[config.mk]
export PLATFORM = sky130hd
export DESIGN_NAME = hfc_top
export DESIGN_NICKNAME = d
export VERILOG_FILES = /design/src/hdl/hfc_pkg.sv /design/src/hdl/hfc_top.sv
export SDC_FILE = /design/constraint.sdc
export NUM_CORES = 1
export LEC_CHECK = 0
export ABC_AREA = 1
export BUFFER_PORTS_ARGS = -buffer_cell sky130_fd_sc_hd__clkbuf_2
export CORE_ASPECT_RATIO = 0.6
export CORE_UTILIZATION = 40
export CTS_CLUSTER_SIZE = 14
export DETAILED_ROUTE_END_ITERATION = 12
export PLACE_DENSITY = 0.69
export SLEW_MARGIN = 20
export SYNTH_ARGS = -nofsm -noshare
export SYNTH_HDL_FRONTEND = slang
export SYNTH_SLANG_ARGS = --single-unit
[constraint.sdc]
create_clock -name aclk -period 1.8 [get_ports aclk]
set_input_delay 0.18 -clock aclk [delete_from_list [all_inputs] [get_ports aclk]]
set_output_delay 0.18 -clock aclk [all_outputs]
set_load 0.03 [all_outputs]
[src/hdl/hfc_pkg.sv]
// ==========================================================================
// Holdover frequency configuration constants
package hfc_pkg;
    // ======================================================================
    // Register word indices; the byte address is four times the index
    localparam logic [6:0]  IDX_LOW    = 7'h3e;     // Low byte, bits 7:0
    localparam logic [6:0]  IDX_MID    = 7'h3f;     // Middle byte, bits 15:8
    localparam logic [6:0]  IDX_MODE   = 7'h40;     // Mode and bits 18:16
    localparam logic [6:0]  IDX_CUR0   = 7'h0c;     // Present PLL freq, low byte
    localparam logic [6:0]  IDX_CUR1   = 7'h0d;     // Present PLL freq, middle
    localparam logic [6:0]  IDX_CUR2   = 7'h07;     // Present PLL freq, top bits
    localparam logic [6:0]  IDX_USED   = 7'h7f;     // Frequency in use, local choice
    // Byte addresses as seen on the register bus
    localparam logic [8:0]  ADDR_LOW   = {IDX_LOW, 2'h0};
    localparam logic [8:0]  ADDR_MID   = {IDX_MID, 2'h0};
    localparam logic [8:0]  ADDR_MODE  = {IDX_MODE, 2'h0};
    localparam logic [8:0]  ADDR_CUR0  = {IDX_CUR0, 2'h0};
    localparam logic [8:0]  ADDR_CUR1  = {IDX_CUR1, 2'h0};
    localparam logic [8:0]  ADDR_CUR2  = {IDX_CUR2, 2'h0};
    localparam logic [8:0]  ADDR_USED  = {IDX_USED, 2'h0};
    // ======================================================================
    // Reset values
    localparam logic [7:0]  RST_LOW    = 8'h00;
    localparam logic [7:0]  RST_MID    = 8'h00;
    localparam logic [7:0]  RST_MODE   = 8'h88;
    // ======================================================================
    // Mode register fields
    localparam int          BIT_AUTO   = 7;         // Averaged holdover enable
    localparam int          BIT_FAST   = 6;         // Fast averaging select
    localparam int          BIT_RDAVG  = 5;         // Read back averaged value
    localparam int          MINI_HI    = 4;         // Mini-holdover mode top
    localparam int          MINI_LO    = 3;         // Mini-holdover mode bottom
    localparam int          UP_HI      = 2;         // Upper freq bits top
    // ======================================================================
    // Word format: 19-bit two's complement, 0.0003068 ppm per unit
    localparam int          FREQ_W     = 19;
    localparam real         PPM_PER_LSB = 0.0003068;
    // ======================================================================
    // AXI responses
    localparam logic [1:0]  RESP_OKAY  = 2'h0;
    localparam logic [1:0]  RESP_SLVERR = 2'h2;
endpackage : hfc_pkg

[src/hdl/hfc_top.sv]
`timescale 1ns/1ps
// ==========================================================================
// Holdover frequency configuration registers
// Software on the register bus programs a 19-bit signed holdover word,
// spread over a low byte, a middle byte and the low bits of the mode byte,
// and the mode fields that steer averaging and mini-holdover.
// The same word format is used by the present frequency report, so a value
// read from there can be filtered and written back without conversion.
// The block also picks the frequency that holdover uses and registers it.
// Limitations: the averagers, the frozen-value capture and mini-holdover
// behaviour sit outside; only their selection is done here.
// Only byte lane 0 of a write carries register bits.
// Status words are read-only: writes to them are answered OKAY and dropped.
// Unmapped addresses answer SLVERR; a read of one returns zero.
// ==========================================================================
module hfc_top (
    input  wire logic        aclk,
    input  wire logic        aresetn,
    // AXI4-Lite write address
    input  wire logic [8:0]  s_axi_awaddr,
    input  wire logic        s_axi_awvalid,
    output logic             s_axi_awready,
    // AXI4-Lite write data
    input  wire logic [31:0] s_axi_wdata,
    input  wire logic [3:0]  s_axi_wstrb,
    input  wire logic        s_axi_wvalid,
    output logic             s_axi_wready,
    // AXI4-Lite write response
    output logic [1:0]       s_axi_bresp,
    output logic             s_axi_bvalid,
    input  wire logic        s_axi_bready,
    // AXI4-Lite read address
    input  wire logic [8:0]  s_axi_araddr,
    input  wire logic        s_axi_arvalid,
    output logic             s_axi_arready,
    // AXI4-Lite read data
    output logic [31:0]      s_axi_rdata,
    output logic [1:0]       s_axi_rresp,
    output logic             s_axi_rvalid,
    input  wire logic        s_axi_rready,
    // PLL side
    input  wire logic [18:0] pll_present_freq_report,
    input  wire logic [18:0] avg_fast_freq,
    input  wire logic [18:0] avg_slow_freq,
    input  wire logic [18:0] frozen_freq,
    input  wire logic        manual_holdover,
    output logic [18:0]      holdover_freq_used,
    output logic [18:0]      manual_holdover_freq,
    output logic             auto_averaging_en,
    output logic             fast_averaging_sel,
    output logic [1:0]       mini_holdover_mode
);
    // ======================================================================
    // Register state
    // The three byte registers are the only storage software can change;
    // everything else here is bus bookkeeping or a registered selection.
    logic [7:0]  low_ff;                // Low byte of holdover word
    logic [7:0]  mid_ff;                // Middle byte of holdover word
    logic [7:0]  mode_ff;               // Mode register
    logic [7:0]  nxt_low;               // Next low byte
    logic [7:0]  nxt_mid;               // Next middle byte
    logic [7:0]  nxt_mode;              // Next mode byte
    logic [18:0] used_ff;               // Frequency chosen for holdover
    logic [18:0] nxt_used;              // Next chosen frequency
    logic [18:0] man_word;              // Assembled manual word
    logic [18:0] avg_word;              // Averager selected by fast bit

    // ======================================================================
    // Write channel state
    // Each channel has a one-beat holding stage
    logic        aw_ff;                 // Address captured
    logic        w_ff;                  // Data captured
    logic [8:0]  awaddr_ff;             // Captured write address
    logic [31:0] wdata_ff;              // Captured write data
    logic [3:0]  wstrb_ff;              // Captured byte strobes
    logic        bvalid_ff;             // Write response pending
    logic [1:0]  bresp_ff;              // Write response code
    logic        awready_ff;            // Address stage can take a beat
    logic        wready_ff;             // Data stage can take a beat
    logic        nxt_awready;
    logic        nxt_wready;
    logic        nxt_aw;
    logic        nxt_w;
    logic [8:0]  nxt_awaddr;
    logic [31:0] nxt_wdata;
    logic [3:0]  nxt_wstrb;
    logic        nxt_bvalid;
    logic [1:0]  nxt_bresp;

    // ======================================================================
    // Read channel state
    logic        rvalid_ff;             // Read answer pending
    logic [31:0] rdata_ff;              // Read answer data
    logic [1:0]  rresp_ff;              // Read answer code
    logic        arready_ff;            // Read address can be taken
    logic        nxt_arready;
    logic        nxt_rvalid;
    logic [31:0] nxt_rdata;
    logic [1:0]  nxt_rresp;

    // ======================================================================
    // Holdover word and averager choice
    // Word assembly: low, middle, then mode bits 2:0 on top
    // Bit 18 is the sign; the word is passed on as raw two's complement
    assign man_word = {mode_ff[hfc_pkg::UP_HI:0], mid_ff, low_ff};
    // The averager output already uses the present-frequency format
    assign avg_word = mode_ff[hfc_pkg::BIT_FAST] ? avg_fast_freq : avg_slow_freq;

    // ======================================================================
    // Write path: address and data accepted in either order
    // A new address may be held while a response is still pending, but the
    // register update waits until that response has gone, so a slow bready
    // never lets two writes land on top of each other.
    always_comb begin
        nxt_aw     = aw_ff;
        nxt_w      = w_ff;
        nxt_awaddr = awaddr_ff;
        nxt_wdata  = wdata_ff;
        nxt_wstrb  = wstrb_ff;
        nxt_bvalid = bvalid_ff;
        nxt_bresp  = bresp_ff;
        nxt_low    = low_ff;
        nxt_mid    = mid_ff;
        nxt_mode   = mode_ff;
        // Take the address beat whenever its holding stage is empty
        if (!aw_ff && s_axi_awvalid) begin
            nxt_aw     = 1'b1;
            nxt_awaddr = s_axi_awaddr;
        end
        // Take the data beat whenever its holding stage is empty
        if (!w_ff && s_axi_wvalid) begin
            nxt_w     = 1'b1;
            nxt_wdata = s_axi_wdata;
            nxt_wstrb = s_axi_wstrb;
        end
        // Both halves held and no response pending: perform the write
        if (aw_ff && w_ff && !bvalid_ff) begin
            nxt_aw     = 1'b0;
            nxt_w      = 1'b0;
            nxt_bvalid = 1'b1;
            nxt_bresp  = hfc_pkg::RESP_OKAY;
            case (awaddr_ff)
                // Only byte lane 0 carries register bits
                hfc_pkg::ADDR_LOW: begin
                    if (wstrb_ff[0]) nxt_low = wdata_ff[7:0];
                end
                hfc_pkg::ADDR_MID: begin
                    if (wstrb_ff[0]) nxt_mid = wdata_ff[7:0];
                end
                hfc_pkg::ADDR_MODE: begin
                    if (wstrb_ff[0]) nxt_mode = wdata_ff[7:0];
                end
                // Read-only status words accept writes silently
                hfc_pkg::ADDR_CUR0, hfc_pkg::ADDR_CUR1,
                hfc_pkg::ADDR_CUR2, hfc_pkg::ADDR_USED: begin
                    nxt_bresp = hfc_pkg::RESP_OKAY;
                end
                // Unmapped: nothing stored, error returned
                default: begin
                    nxt_bresp = hfc_pkg::RESP_SLVERR;
                end
            endcase
        end
        // Response leaves once the master has taken it
        if (bvalid_ff && s_axi_bready) begin
            nxt_bvalid = 1'b0;
        end
        // Ready is registered so each stage stalls while a beat is held
        nxt_awready = !nxt_aw;
        nxt_wready  = !nxt_w;
    end

    // Register the write path
    // Ready flops reset high so the bus sees an idle slave at once
    always_ff @(posedge aclk) begin
        if (!aresetn) begin
            aw_ff     <= 1'b0;
            w_ff      <= 1'b0;
            awaddr_ff <= 9'h000;
            wdata_ff  <= 32'h0000_0000;
            wstrb_ff  <= 4'h0;
            bvalid_ff <= 1'b0;
            bresp_ff  <= hfc_pkg::RESP_OKAY;
            low_ff    <= hfc_pkg::RST_LOW;
            mid_ff    <= hfc_pkg::RST_MID;
            mode_ff   <= hfc_pkg::RST_MODE;
            awready_ff <= 1'b1;
            wready_ff  <= 1'b1;
        end else begin
            aw_ff     <= nxt_aw;
            w_ff      <= nxt_w;
            awaddr_ff <= nxt_awaddr;
            wdata_ff  <= nxt_wdata;
            wstrb_ff  <= nxt_wstrb;
            bvalid_ff <= nxt_bvalid;
            bresp_ff  <= nxt_bresp;
            low_ff    <= nxt_low;
            mid_ff    <= nxt_mid;
            mode_ff   <= nxt_mode;
            awready_ff <= nxt_awready;
            wready_ff  <= nxt_wready;
        end
    end

    // ======================================================================
    // Read path: one read at a time, answer one cycle after acceptance
    // The address is not held: data is built from it at the accepting edge,
    // so arready stays low while the answer waits for rready.
    always_comb begin
        logic [18:0] rb_word;
        rb_word    = 19'h00000;
        nxt_rvalid = rvalid_ff;
        nxt_rdata  = rdata_ff;
        nxt_rresp  = rresp_ff;
        // Readback shows averager when BIT_RDAVG is set, so software can refine a manual value
        rb_word = mode_ff[hfc_pkg::BIT_RDAVG] ? avg_word : man_word;
        if (!rvalid_ff && s_axi_arvalid) begin
            nxt_rvalid = 1'b1;
            nxt_rresp  = hfc_pkg::RESP_OKAY;
            nxt_rdata  = 32'h0000_0000;
            case (s_axi_araddr)
                hfc_pkg::ADDR_LOW:  nxt_rdata[7:0] = rb_word[7:0];
                hfc_pkg::ADDR_MID:  nxt_rdata[7:0] = rb_word[15:8];
                // Mode bits keep their value; only 2:0 follow the select
                hfc_pkg::ADDR_MODE: nxt_rdata[7:0] = {mode_ff[7:3], rb_word[18:16]};
                // Present frequency words always show the live report
                hfc_pkg::ADDR_CUR0: nxt_rdata[7:0] = pll_present_freq_report[7:0];
                hfc_pkg::ADDR_CUR1: nxt_rdata[7:0] = pll_present_freq_report[15:8];
                hfc_pkg::ADDR_CUR2: nxt_rdata[2:0] = pll_present_freq_report[18:16];
                hfc_pkg::ADDR_USED: nxt_rdata[18:0] = used_ff;
                // Unmapped: zero data with an error code
                default: begin
                    nxt_rresp = hfc_pkg::RESP_SLVERR;
                end
            endcase
        end else if (rvalid_ff && s_axi_rready) begin
            // Answer taken by the master
            nxt_rvalid = 1'b0;
        end
        // No new address while an answer stands
        nxt_arready = !nxt_rvalid;
    end

    // Register the read path
    // Address ready resets high, matching the empty answer stage
    always_ff @(posedge aclk) begin
        if (!aresetn) begin
            rvalid_ff <= 1'b0;
            rdata_ff  <= 32'h0000_0000;
            rresp_ff  <= hfc_pkg::RESP_OKAY;
            arready_ff <= 1'b1;
        end else begin
            rvalid_ff <= nxt_rvalid;
            rdata_ff  <= nxt_rdata;
            rresp_ff  <= nxt_rresp;
            arready_ff <= nxt_arready;
        end
    end

    // ======================================================================
    // Holdover source choice: manual always overrides averaging
    // Registered so the PLL side sees a flip-flop; the price is one cycle
    // of lag after a mode write or a change on the averager inputs.
    always_comb begin
        if (manual_holdover) begin
            nxt_used = man_word;
        end else if (mode_ff[hfc_pkg::BIT_AUTO]) begin
            nxt_used = avg_word;
        end else begin
            // Neither manual nor averaged: the frozen value
            nxt_used = frozen_freq;
        end
    end

    // Register the chosen frequency
    // Reset gives zero offset until the first choice is taken
    always_ff @(posedge aclk) begin
        if (!aresetn) begin
            used_ff <= 19'h00000;
        end else begin
            used_ff <= nxt_used;
        end
    end

    // ======================================================================
    // Outputs, each from a flip-flop
    assign s_axi_awready        = awready_ff;
    assign s_axi_wready         = wready_ff;
    assign s_axi_bvalid         = bvalid_ff;
    assign s_axi_bresp          = bresp_ff;
    assign s_axi_arready        = arready_ff;
    assign s_axi_rvalid         = rvalid_ff;
    assign s_axi_rdata          = rdata_ff;
    assign s_axi_rresp          = rresp_ff;
    assign holdover_freq_used   = used_ff;
    assign manual_holdover_freq = man_word;
    // Control fields come straight from the mode flip-flops
    assign auto_averaging_en    = mode_ff[hfc_pkg::BIT_AUTO];
    assign fast_averaging_sel   = mode_ff[hfc_pkg::BIT_FAST];
    assign mini_holdover_mode   = mode_ff[hfc_pkg::MINI_HI:hfc_pkg::MINI_LO];
endmodule : hfc_top

; Word level (Yosys, flattened, before mapping)
; Index checks and enable logic that the tools add are counted.
[word_totals]
register_bits = 91
latchBits = 0
ram_bits = 0
romBits = 0
input_bits = 138
out_inout_bits = 83
wordCells = 67
n_memories = 0
[classes]
add_sub_neg = 0
mul = 0
div = 0
order_cmp = 0
eq_ne = 14
shift = 0
n_mux = 15
bitwise_logic = 1
n_reduce_logical = 20
[op_table]
columns = cell, n
row1 = 19-bit two-way mux, 4
row2 = "9-bit by 6-bit == test with 1-bit output, second input constant", 4
row3 = "9-bit by 8-bit == test with 1-bit output, second input constant", 4
row4 = "9-bit == test, second input constant", 4
row5 = 5-bit case mux with 6 select lines, 1
row6 = 3-bit case mux with 7 select lines, 1
row7 = "9-bit by 5-bit == test with 1-bit output, second input constant", 2
row8 = 7-bit OR reduction, 2
row9 = 11-bit two-way mux, 1
row10 = 3-bit AND reduction, 3
row11 = 1-bit logical AND, 7
row12 = 1-bit logical NOT, 7
row13 = 1-bit two-way mux, 6
row14 = 2-bit two-way mux, 2
row15 = 2-bit OR reduction, 1
row16 = 1-bit NOT, 1

; Longest topological paths before layout
; Gate-level depths: netlist of the first run.
[logic_depth]
depth_word = 5
depth_mapped = 12
ltp_nobuf = 10

; Least setup slack after synthesis of the first run
; OpenSTA, ideal clock, no wires.
[synth_timing]
kind = reg-to-reg
start = register mode_ff[6]
end = register rdata_ff[7] (netlist: s_axi_rdata[7])
setup_time_ps = 117
t_arrival_ps = 1483
t_required_ps = 1683
slack_ps = 200
stages_incl_launch_ff = 10
n_path_buf = 2
period_less_slack_ps = 1600
cell_sequence = dfxtp_1 -> buf_2 -> inv_1 -> buf_2 -> o21ai_0 -> o21ai_0 -> nand2_1 -> nand3_1 -> nor3_1 -> nor2_1
[synth_via]
elab_chain_len = 3
[synth_rtl]
columns = item, line
row1 = from (decl), hfc_top.sv:59  ; logic [7:0] mode_ff;
row2 = from (signal assigned), hfc_top.sv:186  ; mode_ff <= hfc_pkg::RST_MODE;
row3 = from (signal assigned), hfc_top.sv:199  ; mode_ff <= nxt_mode;
row4 = 19-bit two-way mux, hfc_top.sv:107  ; assign avg_word = mode_ff[hfc_pkg::BIT_FAST] ? avg_fast_freq : avg_slow_freq;
row5 = 19-bit two-way mux, hfc_top.sv:216  ; rb_word = mode_ff[hfc_pkg::BIT_RDAVG] ? avg_word : man_word;
row6 = 5-bit case mux with 6 select lines, hfc_top.sv:221  ; case (s_axi_araddr)
row7 = to (signal assigned), hfc_top.sv:254  ; rdata_ff <= nxt_rdata;
row8 = to (decl), hfc_top.sv:93  ; logic [31:0] rdata_ff;
; No other way between the ends.
; A chain may end at the register's enable or synchronous reset.

; Final worst setup path of the first run
[layout_timing]
start = register mode_ff[6]
end = register rdata_ff[5] (netlist: s_axi_rdata[5])
; The elaborated chain is that of the path after synthesis.

==> results of run 1 <==
stage by stage:
step / hold slack, ns / total power [mW] / util [%]
after floorplan: 0.279 / 2.53 / -
after global placement: 0.378 / 2.78 / 51.2
after detailed placement: 0.381 / 2.78 / 51.2
after CTS: 0.0160 / 4.83 / 54.3
after global routing: 0.00780 / 5.02 / 54.3
final: 0.0231 / 4.82 / 54.3
worst reg2reg max path: stages (launching register included):
cell and delay [ns]:
dfxtp_1 0.45, inv_1 0.08, buf_4 0.19, a21boi_0 0.29, o21ai_0 0.20, nand2_1 0.10
o211ai_1 0.08, nor2_1 0.10, nor2_1 0.04
power breakdown:
part           internal (mW)  switching [mW]
logic                  0.213           0.423
clock network           1.26           0.810
registers               2.05          0.0586
layout make-up:
class                   instances  share of cell area, %
clock buffers                  10                   4.06
clock inverters                 6                   1.53
inverters                      76                   4.89
multi-input cells             467                   38.2
flip-flops and latches         89                   30.3
well taps                     139                   2.95
repair buffers                200                   18.1
placed cells by master, fill, tap and decap left out, drive strengths merged, types with 8 or more instances in the layout:
cell,n
a211oi,10
nand4,8
nand3,45
dfxtp,89
clkbuf,188
inv,76
nand2,148
a21oi,72
nor3,8
buf,22
nor2,61
conb,15
o21ai,71
final timing paths:
path                   from             end  slack, ns  depth (start not counted)
max              mode_ff[6]  s_axi_rdata[5]       0.16                          8
min            s_axi_bready    s_axi_bvalid       0.02                          2
min reg2reg  s_axi_rdata[9]  s_axi_rdata[9]       0.46                          2
max reg2reg      mode_ff[6]  s_axi_rdata[5]       0.16                          8
cells by family (layout without fill, tap and decap cells):
| logic type | count (synthesis) | after routing | synth area share (%) |
|---|---|---|---|
| simple gates | 273 | 273 | 26.0 |
| flops | 89 | 89 | 38.9 |
| buf+inv | 131 | 292 | 13.1 |
| compound gates | 177 | 177 | 21.5 |
| mux | 2 | 2 | 0.437 |
| other cells | 1 | 15 | 0.0819 |
flip-flops by register name, summed over array words and instances, names as in the netlist, 8 cells and up:
signal              flops
holdover_freq_used     19
low_ff                  8
mode_ff                 8
awaddr_ff               9
mid_ff                  8
s_axi_rdata            19
wdata_ff                8
metal layers:
metal	global-route usage [%]	share of wire (%)
met1	39.6	49
met2	36.9	40
met3	7.67	10
met4	7.59	1.6
met5	0	0
==> results.yml, run 1 <==
synth:
  post-synth-top-count-cell: "nand2_1"
  synth_area_per_cell_um2: 6.80
  synthTopCellsByCount: "nand2_1 (147), dfxtp_1 (89), inv_1 (73), a21oi_1 (72), o21ai_0 (68)"
  yosys.area.top_type: "dfxtp_1"
  synth_edf_count: 0
  ys_seq_area_share_pct: 38.9
  netlist_area_mm2: 0.00458
  synth.distinct_cells: 35
  ys_top_cells_by_area: "dfxtp_1 (39%), nand2_1 (12%), a21oi_1 (7.9%)"
  synth_top_flop_cell: "dfxtp_1"
  ys.warnings.count: 0
  yosys_register_bits: 89
  synth_top_area_share_pct: 38.9
  synthCells: 673
  async_reset_ff_share_pct: 0
floorplanning:
  die_height_um: 84.9
  rows: 29
  die_w_um: 140
  core_mm2: 0.0108
  initial_core_util_pct: 42.2
  pin_count: 221
  die-area_mm2: 0.0119
critical_path:
  end_kind: "flip-flop"
  path_common_cell: "nor2_1"
  crit_arrival_ns: 1.88
  cp_top_family: "compound AO/OA/AOI/OAI gates"
  start_kind: "flip-flop"
  critPathBufInv: 2
  cp_max_fo: 13
  worstPathCellList: "inv_1 -> buf_4 -> a21boi_0 -> o21ai_0 -> nand2_1 -> o211ai_1 -> nor2_1 -> nor2_1"
  crit_type: "flip-flop to flip-flop"
  critPathMaxStageDelay_ns: 0.45
  cp.required_ns: 2.04
  slowest_stage: "dfxtp_1"
grt:
  grt_first_pass_wirelength_mm: 24.1
  grt_max_degree: 33
  grt_remaining_overflow: 0
  antenna_found_initial: 0
  grt_pass1_vias: 4492
  track_usage_pct: 26.7
drt:
  drc: 0
  wl_per_cell_um: 15.8
  drt_first_pass_iters: 5
  drt-total-wl_mm: 15.6
  drtAntennaViolNets: 0
  num_vias: 5070
  viasPerCell: 5.14
  drtIter0Drc: 323
finish:
  finalInstanceArea_mm2: 0.00589
  final_layout_size_suffix_gt1_share_pct: 27.6
  register_area_mm2: 0.00178
  n_fill_cell: 1089
  layoutNonFillerInstCount: 987
  diodes: 0
  area_delta_synth_final_pct: 28.6
  multi_input_area_mm2: 0.00225
  final_nets: 981
cts:
  cts_root_buf: "clkbuf_16"
  cts_inserted_buffers: 9
  post_cts_resized: 0
  clock_sinks: 89
  htree_levels: 3
  clockBufferDepth: 2
  path_clk_slew_ns: 0.07
  insertion_delay_ns: 0.35
  cts_setup_buffers: 0
  cts_hold_buf: 0
  cts_tree: "built"
timing:
  maxSlewViolCount: 0
  min_period_over_period_pct: 90.8
  worst_slew_pin_slew_ns: 0.542
  report.final.setup_viol: 0
  rsz0062_at_grt: "false"
  finalSetupTns_ns: 0
  timing.slew.headroom_pct: 63.9
  worst_slack_ns: 0.165
  fin_skew_ns: 0.00537
  fmax_mhz: 612
  hold_violations: 0
  fin_crit_ns: 1.64
power:
  irDropWorstVdd_mv: 0.462
  p_leak_nw: 2.87
  power.density_mw_per_mm2: 818
placement:
  place_area_mm2: 0.00556
  hpwlAfterDp_mm: 12.3
  pre_cts_ws_ns: 0.233
  place_congestion: 0.909
  dp.cells: 971
  port_buffers: 178
outcome:
  outcome: "finished clean"
run:
  cap_violations: 0
worst_hold_path:
  hp-class: "primary input to flip-flop"
Power figures use the tool's default switching activity.
==> run 2, diff against run 1 <==
--- a/config.mk
+++ b/config.mk
@@ -7,11 +7,13 @@
 export LEC_CHECK = 0
 export ABC_AREA = 1
 export BUFFER_PORTS_ARGS = -buffer_cell sky130_fd_sc_hd__clkbuf_2
+export CAP_MARGIN = 20
 export CORE_ASPECT_RATIO = 0.6
 export CORE_UTILIZATION = 40
 export CTS_CLUSTER_SIZE = 14
 export DETAILED_ROUTE_END_ITERATION = 12
 export PLACE_DENSITY = 0.69
+export RECOVER_POWER = 25
 export SLEW_MARGIN = 20
 export SYNTH_ARGS = -nofsm -noshare
 export SYNTH_HDL_FRONTEND = slang
==> run 2 against run 1 <==
Effect of this change: sequential power hardly changed; sequential cell count did not move; die area stayed put; fmax shrank 0.48%; critical path depth did not move; via count hardly changed; first-iteration DRC count is 9.9% higher; clock-buffer cell count stayed put.
==> results.yml, run 2 (same netlist as run 1, synthesis figures left out) <==
outcome:
  outcome: "finished clean"
critical_path:
  cp.required_ns: 2.03
  regToRegEndpoint: "s_axi_rdata[6]"
  r2r_setup_slack_ns: 0.16
  crit_arrival_ns: 1.88
  path_common_cell: "nand2_1"
  crit_type: "flip-flop to flip-flop"
  rr_worst_depth: 8
  slowest_stage: "dfxtp_1"
  start_kind: "flip-flop"
  critPathCapture: "s_axi_rdata[6]"
  cp_max_fo: 13
  critPathMaxStageDelay_ns: 0.45
  worstPathCellList: "inv_1 -> buf_4 -> a21boi_0 -> o21ai_0 -> nand2_1 -> nand2_1 -> nor2_1 -> a21oi_1"
  end_kind: "flip-flop"
  r2r-start: "mode_ff[6]"
  cp-startpoint: "mode_ff[6]"
cts:
  clock_sinks: 89
  path_clk_slew_ns: 0.07
  post_cts_resized: 0
  insertion_delay_ns: 0.35
  clockBufferDepth: 2
  cts_inserted_buffers: 9
  cts_setup_buffers: 0
  htree_levels: 3
  cts_hold_buf: 0
  cts_tree: "built"
  cts_root_buf: "clkbuf_16"
floorplanning:
  die_w_um: 140
  rows: 29
  die_height_um: 84.9
  die-area_mm2: 0.0119
  core_mm2: 0.0108
  pin_count: 221
  initial_core_util_pct: 42.2
power:
  power.density_mw_per_mm2: 824
  p_leak_nw: 2.75
  irDropWorstVdd_mv: 0.462
  clkPwrFrac_pct: 43.1
  combPwrFrac_pct: 13.0
  seqPwrFrac_pct: 43.9
  internal-power_mw: 3.51
  p_sw_share_pct: 26.9
  p_switching_mw: 1.29
timing:
  min_period_over_period_pct: 91.3
  maxSlewViolCount: 0
  worst_slack_ns: 0.157
  worst_slew_pin_slew_ns: 0.675
  fin_skew_ns: 0.00553
  rsz0062_at_grt: "false"
  hold_violations: 0
  fmax_mhz: 609
  finalSetupTns_ns: 0
  fin_crit_ns: 1.64
  report.final.setup_viol: 0
  timing.slew.headroom_pct: 55.0
finish:
  diodes: 0
  mostFrequentLayoutCell: "nand2_1"
  final_layout_size_suffix_gt1_share_pct: 23.1
  final_nets: 981
  area_delta_synth_final_pct: 27.5
  final_cell_mix: "nand2_1 (148), clkbuf_2 (142), dfxtp_1 (89)"
placement:
  place_congestion: 0.909
  port_buffers: 178
  pre_cts_ws_ns: 0.233
  hpwlAfterDp_mm: 12.3
grt:
  track_usage_pct: 26.7
  antenna_found_initial: 0
  grt_remaining_overflow: 0
  grt_first_pass_wirelength_mm: 24.1
  grt_max_degree: 33
  grt_pass1_vias: 4492
worst_hold_path:
  hp-class: "primary input to flip-flop"
drt:
  num_vias: 5075
  viasPerCell: 5.14
  wl_per_cell_um: 15.8
  drt-total-wl_mm: 15.6
  drc: 0
  drt_first_pass_iters: 5
  drtIter0Drc: 355
  drtAntennaViolNets: 0
run:
  cap_violations: 0
==> run 2: changes by cell type in the layout (fill, tap and decap cells not counted) <==
| cell | change |
|---|---|
| clkbuf_1 | +37 |
| buf_4 | -1 |
| nand2_2 | -1 |
| nand2_1 | +1 |
| clkbuf_2 | -36 |
==> run 2: per-layer routing <==
layer | up-vias | share of wire, % | GRT usage (%)
met1 | 2232 | 49 | 39.6
met5 | - | 0 | 0
li1 | 2518 | - | -
met3 | 25 | 10 | 7.67
met4 | 0 | 1.9 | 7.59
met2 | 300 | 39 | 36.9
==> run 2: worst min-delay path by stage <==
stage                               to          from  slack (ns)  cells past startpoint
after CTS                 s_axi_bvalid  s_axi_bready        0.02                      2
final                     s_axi_bvalid  s_axi_bready        0.02                      2
after floorplan           s_axi_bvalid  s_axi_bready        0.28                      1
after global routing      s_axi_bvalid  s_axi_bready       0.008                      2
after global placement    s_axi_bvalid  s_axi_bready        0.38                      2
after detailed placement  s_axi_bvalid  s_axi_bready        0.38                      2
==> run 2: layout make-up <==
type / count / area (um^2)
clock buffers: 10 / 239
clock inverters: 6 / 90.1
well taps: 139 / 174
fillers: 1105 / 5010
multi-input cells: 467 / 2240
inverters: 76 / 288
repair buffers: 200 / 1020
flip-flops and latches: 89 / 1780
==> run 2: power groups by stage <==
stage / Combinational (mW) / Clock (mW) / Sequential, mW
global placement: 0.627 / 0 / 2.15
floorplan: 0.320 / 0 / 2.21
CTS: 0.632 / 2.09 / 2.11
global route: 0.689 / 2.21 / 2.11
detailed placement: 0.629 / 0 / 2.15
finish: 0.626 / 2.07 / 2.11
==> run 2: worst max-delay path: cells and delay by family, from the launching register on <==
family                 cells  cell delay [ns]
AOI/OAI and AO/OA          3             0.53
buffers and inverters      2             0.27
DFF                        1             0.45
and+or+nand+nor            3             0.27
==> run 2: per-stage QoR <==
step                power [mW]  std cells  hold slack, ns  cell area (um^2)  utilization (%)
CTS                       4.83        987          0.0160              5890             54.3
global route              5.01        987         0.00790              5840             53.8
detailed placement        2.78        971           0.381              5560             51.2
global placement          2.78        971           0.378              5560             51.2
floorplan                 2.53        687           0.279              4630                -
finish                    4.81        987          0.0193              5840             53.8
